==> src/hdl/irq_bank_pkg.sv <==
package irq_bank_pkg;

    localparam logic [31:0] PENDING_OFFSET = 32'h0000_0fc0;
    localparam logic [31:0] CONTROL_OFFSET = 32'h0000_0fc4;
    localparam logic [31:0] STATUS_OFFSET = 32'h0000_0fc8;
    localparam logic [31:0] MASK_OFFSET = 32'h0000_0fcc;

    localparam int SEL_PENDING = 0;
    localparam int SEL_CONTROL = 1;
    localparam int SEL_STATUS = 2;
    localparam int SEL_MASK = 3;

    localparam int PULSE_TIMER_BIT = 7;
    localparam int FAULT_BIT = 6;
    localparam int CONVERTER_BIT = 5;
    localparam int COMPARATOR_BIT = 4;
    localparam int TIMER_ZERO_BIT = 3;
    localparam int SERIAL0_RECEIVE_BIT = 2;
    localparam int SERIAL0_TRANSMIT_BIT = 1;
    localparam int SERIAL_PERIPH_BIT = 0;

    localparam int CTRL_ENABLE_BIT = 0;
    localparam int CTRL_FAULT_LSB = 1;
    localparam int CTRL_FAULT_MSB = 3;

    localparam logic [2:0] HSIZE_WORD = 3'h2;
    localparam logic HRESP_OKAY = 1'b0;

    localparam logic [7:0] PENDING_RESET = 8'h00;
    localparam logic [7:0] STATUS_RESET = 8'h00;
    localparam logic [7:0] MASK_RESET = 8'h00;
    localparam logic [2:0] FAULT_ENABLE_RESET = 3'h0;
    localparam logic ENABLE_RESET = 1'b0;
    localparam logic [31:0] WORD_ZERO = 32'h0000_0000;

    typedef struct packed {
        logic [7:0] pending;
        logic enable;
        logic [2:0] fault_enable;
        logic [7:0] status;
        logic [7:0] mask;
        logic [2:0] sync1;
        logic [2:0] sync2;
        logic [2:0] prev;
    } bank_state_type;

    typedef struct packed {
        logic wr_pend;
        logic [31:0] wr_addr;
        logic rd_wait;
        logic [31:0] rd_addr;
        logic [31:0] hrdata;
    } slave_state_type;

endpackage

==> src/hdl/reg_access_if.sv <==
`timescale 1ns/100ps
`default_nettype none
interface reg_access_if;
    logic [31:0] rd_addr;
    logic [31:0] rd_data;
    logic wr_en;
    logic [31:0] wr_addr;
    logic [31:0] wr_data;
    modport bus (output rd_addr, output wr_en, output wr_addr, output wr_data,
        input rd_data);
    modport regs (input rd_addr, input wr_en, input wr_addr, input wr_data,
        output rd_data);
endinterface
`default_nettype wire

==> src/hdl/ahb_reg_slave.sv <==
`timescale 1ns/100ps
`default_nettype none
module ahb_reg_slave (
    input wire logic clock,
    input wire logic srst,
    input wire logic hsel,
    input wire logic [31:0] haddr,
    input wire logic [1:0] htrans,
    input wire logic hwrite,
    input wire logic [2:0] hsize,
    input wire logic [31:0] hwdata,
    input wire logic hready,
    output logic hreadyout,
    output logic hresp,
    output logic [31:0] hrdata,
    reg_access_if.bus regs
);
    import irq_bank_pkg::*;

    slave_state_type s;
    slave_state_type next_s;
    logic accept;

    assign accept = hsel && htrans[1] && hready;

    // word-size writes commit at the end of their data phase; other sizes are dropped; reads wait one cycle
    // so a read right behind a write sees the written value
    always_comb begin
        next_s = s;
        next_s.wr_pend = accept && hwrite && (hsize == HSIZE_WORD);
        if (accept && hwrite) begin
            next_s.wr_addr = haddr;
        end
        if (s.rd_wait) begin
            next_s.rd_wait = 1'b0;
            next_s.hrdata = regs.rd_data;
        end else if (accept && !hwrite) begin
            next_s.rd_wait = 1'b1;
            next_s.rd_addr = haddr;
        end
    end

    always_ff @(posedge clock) begin
        if (srst) begin
            s <= '0;
        end else begin
            s <= next_s;
        end
    end

    assign regs.rd_addr = s.rd_addr;
    assign regs.wr_en = s.wr_pend;
    assign regs.wr_addr = s.wr_addr;
    assign regs.wr_data = hwdata;
    assign hreadyout = !s.rd_wait;
    assign hresp = HRESP_OKAY;
    assign hrdata = s.hrdata;

endmodule
`default_nettype wire

==> src/hdl/interrupt_request_latch_bank0.sv <==
// The AHB-Lite slave port was chosen for this implementation.
`timescale 1ns/100ps
`default_nettype none
module interrupt_request_latch_bank0 (
    input wire logic clock,
    input wire logic srst,
    input wire logic hsel,
    input wire logic [31:0] haddr,
    input wire logic [1:0] htrans,
    input wire logic hwrite,
    input wire logic [2:0] hsize,
    input wire logic [31:0] hwdata,
    input wire logic hready,
    output logic hreadyout,
    output logic hresp,
    output logic [31:0] hrdata,
    input wire logic pulse_timer_request,
    input wire logic converter_request,
    input wire logic comparator_request,
    input wire logic timer_zero_request,
    input wire logic serial0_receive_request,
    input wire logic serial0_transmit_request,
    input wire logic serial_periph_request,
    input wire logic first_fault_pin,
    input wire logic second_fault_pin,
    input wire logic comparator_output,
    input wire logic global_enable_set,
    input wire logic global_enable_clear,
    input wire logic vector_ack,
    input wire logic [2:0] vector_ack_source,
    output logic vector_request,
    output logic [2:0] vector_source,
    output logic global_interrupt_enable,
    output logic [7:0] pending_request_bank0,
    output logic irq
);
    import irq_bank_pkg::*;

    localparam bank_state_type BANK_RESET = '{
        pending: PENDING_RESET,
        enable: ENABLE_RESET,
        fault_enable: FAULT_ENABLE_RESET,
        status: STATUS_RESET,
        mask: MASK_RESET,
        sync1: 3'h0,
        sync2: 3'h0,
        prev: 3'h0
    };

    bank_state_type s;
    bank_state_type next_s;

    reg_access_if regs_bus ();

    logic [2:0] fault_edge;
    logic fault_request;
    logic [7:0] hw_request;
    logic [7:0] ack_bit;
    logic [3:0] wr_sel;
    logic [3:0] rd_sel;
    logic [7:0] wr_byte;

    function automatic logic [3:0] reg_select(input logic [31:0] addr);
        reg_select = 4'h0;
        reg_select[SEL_PENDING] = (addr == PENDING_OFFSET);
        reg_select[SEL_CONTROL] = (addr == CONTROL_OFFSET);
        reg_select[SEL_STATUS] = (addr == STATUS_OFFSET);
        reg_select[SEL_MASK] = (addr == MASK_OFFSET);
    endfunction

    // bit 7 has the highest fixed priority
    function automatic logic [2:0] top_source(input logic [7:0] req);
        top_source = 3'h0;
        for (int i = 0; i < 8; i++) begin
            if (req[i]) begin
                top_source = 3'(i);
            end
        end
    endfunction

    function automatic logic [7:0] source_bit(input logic [2:0] idx);
        source_bit = 8'h01 << idx;
    endfunction

    ahb_reg_slave bus_slave (
        .clock(clock),
        .srst(srst),
        .hsel(hsel),
        .haddr(haddr),
        .htrans(htrans),
        .hwrite(hwrite),
        .hsize(hsize),
        .hwdata(hwdata),
        .hready(hready),
        .hreadyout(hreadyout),
        .hresp(hresp),
        .hrdata(hrdata),
        .regs(regs_bus.bus)
    );

    // rising edges of the synchronised fault sources, each gated
    assign fault_edge = s.sync2 & ~s.prev & s.fault_enable;
    assign fault_request = |fault_edge;

    always_comb begin
        hw_request = 8'h00;
        hw_request[PULSE_TIMER_BIT] = pulse_timer_request;
        hw_request[FAULT_BIT] = fault_request;
        hw_request[CONVERTER_BIT] = converter_request;
        hw_request[COMPARATOR_BIT] = comparator_request;
        hw_request[TIMER_ZERO_BIT] = timer_zero_request;
        hw_request[SERIAL0_RECEIVE_BIT] = serial0_receive_request;
        hw_request[SERIAL0_TRANSMIT_BIT] = serial0_transmit_request;
        hw_request[SERIAL_PERIPH_BIT] = serial_periph_request;
    end

    assign ack_bit = vector_ack ? source_bit(vector_ack_source) : 8'h00;
    assign wr_sel = regs_bus.wr_en ? reg_select(regs_bus.wr_addr) : 4'h0;
    assign rd_sel = reg_select(regs_bus.rd_addr);
    assign wr_byte = regs_bus.wr_data[7:0];

    always_comb begin
        next_s = s;
        next_s.sync1 = {comparator_output, second_fault_pin, first_fault_pin};
        next_s.sync2 = s.sync1;
        next_s.prev = s.sync2;
        // software write replaces the byte; ones raise, zeros clear unless a hardware request sets that bit in the same cycle
        if (wr_sel[SEL_PENDING]) begin
            next_s.pending = wr_byte;
        end else begin
            next_s.pending = s.pending & ~ack_bit;
        end
        next_s.pending = next_s.pending | hw_request;
        if (wr_sel[SEL_CONTROL]) begin
            next_s.enable = regs_bus.wr_data[CTRL_ENABLE_BIT];
            next_s.fault_enable = regs_bus.wr_data[CTRL_FAULT_MSB:CTRL_FAULT_LSB];
        end
        if (global_enable_set) begin
            next_s.enable = 1'b1;
        end
        // acknowledge also drops the global enable
        if (global_enable_clear || vector_ack) begin
            next_s.enable = 1'b0;
        end
        if (wr_sel[SEL_STATUS]) begin
            next_s.status = s.status & ~wr_byte;
        end
        next_s.status = next_s.status | hw_request;
        if (wr_sel[SEL_MASK]) begin
            next_s.mask = wr_byte;
        end
    end

    always_ff @(posedge clock) begin
        if (srst) begin
            s <= BANK_RESET;
        end else begin
            s <= next_s;
        end
    end

    always_comb begin
        regs_bus.rd_data = WORD_ZERO;
        case (1'b1)
            rd_sel[SEL_PENDING]: regs_bus.rd_data[7:0] = s.pending;
            rd_sel[SEL_CONTROL]: begin
                regs_bus.rd_data[CTRL_ENABLE_BIT] = s.enable;
                regs_bus.rd_data[CTRL_FAULT_MSB:CTRL_FAULT_LSB] = s.fault_enable;
            end
            rd_sel[SEL_STATUS]: regs_bus.rd_data[7:0] = s.status;
            rd_sel[SEL_MASK]: regs_bus.rd_data[7:0] = s.mask;
            default: regs_bus.rd_data = WORD_ZERO;
        endcase
    end

    assign vector_request = s.enable && (s.pending != 8'h00);
    assign vector_source = top_source(s.pending);
    assign global_interrupt_enable = s.enable;
    assign pending_request_bank0 = s.pending;
    assign irq = (s.status & s.mask) != 8'h00;
endmodule
`default_nettype wire

==> config.mk <==
export PLATFORM = sky130hd
export DESIGN_NAME = interrupt_request_latch_bank0
export DESIGN_NICKNAME = d
export VERILOG_FILES = /design/src/hdl/irq_bank_pkg.sv /design/src/hdl/reg_access_if.sv /design/src/hdl/ahb_reg_slave.sv /design/src/hdl/interrupt_request_latch_bank0.sv
export SDC_FILE = /design/constraint.sdc
export NUM_CORES = 1
export LEC_CHECK = 0
export BUFFER_PORTS_ARGS = -buffer_cell sky130_fd_sc_hd__buf_4
export CAP_MARGIN = 20
export CORE_MARGIN = 4
export CORE_UTILIZATION = 47
export DETAILED_ROUTE_END_ITERATION = 12
export PLACE_DENSITY = 0.77
export SLEW_MARGIN = 25
export SYNTH_ARGS = -nofsm -noshare
export SYNTH_HDL_FRONTEND = slang
export SYNTH_SLANG_ARGS = --single-unit
==> constraint.sdc <==
create_clock -name clock -period 1.5 [get_ports clock]
set_input_delay 0.15 -clock clock [delete_from_list [all_inputs] [get_ports clock]]
set_output_delay 0.15 -clock clock [all_outputs]
set_load 0.05 [all_outputs]
Word level (Yosys, flattened, before mapping)
Index checks and enable logic that the tools add are counted.
- equality and inequality tests: 9
- bitwise logic cells: 11
- reduce and logical (&&, ||, !) cells: 16
- shift-type cells: 1
- muxes and demuxes: 22
- operators with widths (cell ; count):
    $eq A32 B12 Y1 const B ; 8
    $mux W4 ; 10
    $mux W33 ; 1
    $and A8 B8 Y8 ; 3
    $mux W8 ; 3
    $mux W3 ; 6
    $not A8 Y8 ; 2
    $or A8 B8 Y8 ; 2
    $reduce_bool A8 Y1 ; 2
    $shl A1 B3 Y8 const A ; 1
    $and A3 B3 Y3 ; 2
    $logic_and A1 B1 Y1 ; 6
    $reduce_or A2 Y1 ; 2
    $eq A3 B2 Y1 const B ; 1
    $not A3 Y3 ; 1
    $reduce_or A3 Y1 ; 1
    $logic_not A1 Y1 ; 2
    $mux W1 ; 2
    $reduce_and A2 Y1 ; 1
    $reduce_bool A2 Y1 ; 1
    $logic_or A1 B1 Y1 ; 1
    $not A1 Y1 ; 1
- flip-flop bits (word level): 111
- output and inout port bits: 48

Longest topological paths before layout
- depth after elaboration: 7
- gate-level depth with buffers: 6
- gate-level depth less buffers: 4

Cells and area by module
From an unflattened synthesis, not the netlist that was laid out.
- cells, all modules: 766
- area total of the unflattened synthesis: 6789.0 µm²
- modules (own cells, without submodules) (module ; cells an instance ; times used ; area each (µm²)):
    ahb_reg_slave ; 522 ; 1 ; 4695.8
    interrupt_request_latch_bank0 ; 244 ; 1 ; 2093.3

Worst setup path before layout
OpenSTA, ideal clock, no wires.
- path kind: flip-flop to output port
- from: register s, in the netlist pending_request_bank0[3]
- to: output port vector_source[1]
- arrival time: 1604 ps
- stages on the path, launching flop included: 3
- path slack: -254 ps
- cell sequence: dfxtp_1 nor2_1 o31ai_1
- cells in the longest elaborated chain, start to end: 5
- RTL lines (what ; RTL line ; source):
    from (decl) ; interrupt_request_latch_bank0.sv:50 ; bank_state_type s;
    from (signal assigned) ; interrupt_request_latch_bank0.sv:158 ; s <= next_s;
    $mux W3 (5 in a row) ; interrupt_request_latch_bank0.sv:75 ; if (req[i]) begin
    to (decl) ; interrupt_request_latch_bank0.sv:32 ; output logic [2:0] vector_source,
No other way between the ends.

Worst setup path after layout
- from: register bus_slave.s, in the netlist bus_slave.regs.wr_addr[17]
- to: register s[10] in the netlist's numbering
- cells in the longest elaborated chain, start to end: 2
- RTL lines (what ; RTL line ; source):
    from (decl) ; ahb_reg_slave.sv:20 ; slave_state_type s;
    from (signal assigned) ; ahb_reg_slave.sv:47 ; s <= next_s;
    $eq A32 B12 Y1 ; interrupt_request_latch_bank0.sv:68 ; reg_select[SEL_MASK] = (addr == MASK_OFFSET);
    $mux W4 ; interrupt_request_latch_bank0.sv:118 ; assign wr_sel = regs_bus.wr_en ? reg_select(regs_bus.wr_addr) : 4'h0;
No other way between the ends.
A chain may end at the register's enable or synchronous reset.

==> results.sh <==
export IMPL_cts_max_path_buffers=2
export IMPL_max_vdd_ir_drop_v=0.000453
export IMPL_arrival_ns=1.92
export IMPL_drc=0
export IMPL_finalSetupViolCount=36
export IMPL_synth_top_cell_area_share=0.454
export IMPL_dieHeight_um=110
export IMPL_clock_latency_ns=0.38
export IMPL_yosys_warnings=0
export IMPL_final_setup_worst_slack_ns=-0.161
export IMPL_grt_overflow_total=0
export IMPL_dr_pass1_iters=7
export IMPL_grtUsageTotal=0.219
export IMPL_viasPerCell=5.50
export IMPL_post_drt_wl_per_cell_um=16.4
export IMPL_antenna_found_initial=0
export IMPL_diodes=0
export IMPL_initial_core_util=0.492
export IMPL_vias=4448
export IMPL_startpoint_type="register"
export IMPL_violations="setup timing"
export IMPL_path_clk_slew_ns=0.11
export IMPL_slowest_stage="dfxtp_2"
export IMPL_ys_seq_area_frac=0.454
export IMPL_fill_cells=823
export IMPL_cts_buffers=9
export IMPL_maxCapViolCount=0
export IMPL_power_leakage_uw=0.00235
export IMPL_finClkSkew_ns=0.00849
export IMPL_multiInputGateArea_mm2=0.00252
export IMPL_criticalPathCategory="register to register"
export IMPL_place_hpwl_um=9150
export IMPL_hold_viol=0
export IMPL_synth_seq_cells=111
export IMPL_critPathBufInv=2
export IMPL_outcome="finished with violations"
export IMPL_regArea_mm2=0.00225
export IMPL_end_kind="register"
export IMPL_ios=138
export IMPL_synth_most_common_cell="nand2_1"
export IMPL_worstPathCellList="nor4_4 > nand4_2 > buf_6 > buf_6 > o31ai_4 > a21oi_2"
export IMPL_fin_nets=760
export IMPL_fin_area_mm2=0.00632
export IMPL_slowest_delay_ns=0.35
export IMPL_grt_pass1_vias=4339
export IMPL_path_max_fanout=7
export IMPL_max_slew_margin=0.530
export IMPL_drive_gt1_frac=0.292
export IMPL_synthTopCellsByArea="dfxtp_1 (45%), nand2_1 (10%), a21oi_1 (7.9%)"
export IMPL_clockRootBuffer="clkbuf_8"
export IMPL_syn_area_mm2=0.00489
export IMPL_cp_common_cell="buf_6"
export IMPL_cts_htree_levels=3
export IMPL_fmax_mhz=602
export IMPL_critPathTopFamily="simple AND/OR/NAND/NOR gates"
export IMPL_cts_tree="done"
export IMPL_die_w_um=110
export IMPL_grt_max_degree=41
export IMPL_period_share=1.11
export IMPL_ys_types=46
export IMPL_worst_pin_slew_ns=0.704
export IMPL_cts_num_sinks=111
export IMPL_routabilityCongestion=0.882
export IMPL_area_growth_pct=29.2
export IMPL_coreArea_mm2=0.00995
export IMPL_synth_edff_count=0
export IMPL_post_synth_top_area_cell="dfxtp_1"
export IMPL_worstPathRequired_ns=1.75
export IMPL_avgSynthCellArea_um2=8.41
export IMPL_finish_utilization=0.635
export IMPL_drv_slew=0
export IMPL_drt_initial_drc_count=224
export IMPL_rsz0062_at_grt="true"
export IMPL_routed_wirelength_um=13200
export IMPL_synth_cells=582
export IMPL_die_area_mm2=0.0121
export IMPL_synth_flop_cell="dfxtp_1"
export IMPL_finalPower_uw=5820
export IMPL_portBuffers=87
export IMPL_synth_common_cells="nand2_1 (133), dfxtp_1 (111), a21oi_1 (77)"
export IMPL_powerDensity_mw_per_mm2=920
export IMPL_ant_nets=0
export IMPL_setup_tns_ns=-2.41
export IMPL_place_area_mm2=0.00564
export IMPL_grt_pass1_wl_um=20900
export IMPL_hold_path_class="input port to register"
export IMPL_row_count=36
export IMPL_min_period_ns=1.66
export IMPL_ys_async_sr_fraction=0
worst reg2reg max path, cell delays in order (launching register included):
cell     delay (ns)
dfxtp_2        0.35
nor4_4         0.32
nand4_2        0.13
buf_6          0.17
buf_6          0.14
o31ai_4        0.32
a21oi_2        0.11
layer usage:
metal  global-route usage  up-vias  wire length (µm)
met2                0.378      180              6550
met5                    0        -                 0
met1                0.277     2095              5360
li1                     -     2146                 -
met3               0.0332       27               994
met4               0.0819        0               332
placed cells by master (no fill, tap or decap), types with 3 or more instances in the layout:
cell | Yosys | routed
nand2_1 | 133 | 132
buf_4 | 43 | 96
dfxtp_1 | 111 | 95
a21oi_1 | 77 | 75
nor2_1 | 32 | 29
conb_1 | 1 | 25
nand4_1 | 14 | 14
dfxtp_2 | 0 | 14
buf_6 | 0 | 14
inv_1 | 13 | 13
a311oi_1 | 15 | 13
dlygate4sd3_1 | 0 | 13
nor2b_1 | 10 | 10
o31ai_4 | 0 | 9
clkbuf_8 | 0 | 9
a32oi_1 | 8 | 8
o31a_1 | 7 | 7
nand3_1 | 6 | 6
nor4_4 | 2 | 6
a211oi_1 | 7 | 6
buf_12 | 0 | 6
o31ai_2 | 0 | 4
a22oi_1 | 4 | 4
mux2i_1 | 4 | 4
o21ai_0 | 4 | 4
mux4_2 | 4 | 4
nor4_1 | 3 | 3
nand3b_1 | 3 | 3
area by class of cell:
class,instances,area share
Multi-Input combinational cell,404,0.398
Sequential cell,111,0.355
Timing Repair Buffer,130,0.183
Tap cell,133,0.0263
Clock buffer,10,0.0202
Clock inverter,6,0.00851
Inverter,14,0.00851
power breakdown:
part           leakage [µW]  total, µW  switching [µW]  internal (µW)
Sequential         0.000909       3090            68.7           3020
Clock             0.0000894       1690            1050            635
Combinational       0.00135       1040             619            423
Total               0.00235       5820            1740           4080
cell families (layout without fill, tap and decap cells):
logic type,Yosys count,in the layout,synth area share
simple gates,230,230,0.231
compound gates,141,141,0.184
flops,111,111,0.454
buf+inv,91,160,0.104
mux,8,8,0.0266
other cells,1,25,0.000766
sequential cells by signal, summed over array words and instances (netlist names):
name                     flops
bus_slave.hrdata             8
bus_slave.regs.rd_addr      32
bus_slave.regs.wr_addr      32
bus_slave.regs.wr_en         1
bus_slave.s                  1
global_interrupt_enable      1
next_s                       6
pending_request_bank0        8
s                           22
worst paths after layout:
path | startpoint | end | slack [ns] | cells past startpoint
worst max-delay path | bus_slave.regs.wr_addr[17] | s[10] | -0.16 | 6
worst min-delay path | haddr[13] | bus_slave.regs.wr_addr[13] | 0.007 | 3
worst max register to register | bus_slave.regs.wr_addr[17] | s[10] | -0.16 | 6
worst min register to register | next_s[3] | next_s[0] | 0.45 | 1
timing repair:
| action | in CTS | in global routing |
|---|---|---|
| hold buffers | 13 | 0 |
| gates cloned | 1 | 0 |
| setup endpoints to repair | 39 | 39 |
| setup buffers | 2 | 1 |
| endpoints found under the hold margin | 12 | 0 |
| resized for setup | 51 | 25 |
| pin swaps | 34 | 23 |
per-stage QoR:
step | hold WS, ns | instances | setup WS (ns)
6_report | 0.00742 | 808 | -0.161
4_1_cts | 0.00382 | 807 | -0.109
5_1_grt | 0.00896 | 808 | -0.217
3_5_place_dp | 0.319 | 775 | -0.136
3_3_place_gp | 0.317 | 775 | -0.0894
2_1_floorplan | 0.227 | 606 | -0.00917
Note: power is estimated with default switching activity, not from simulation.
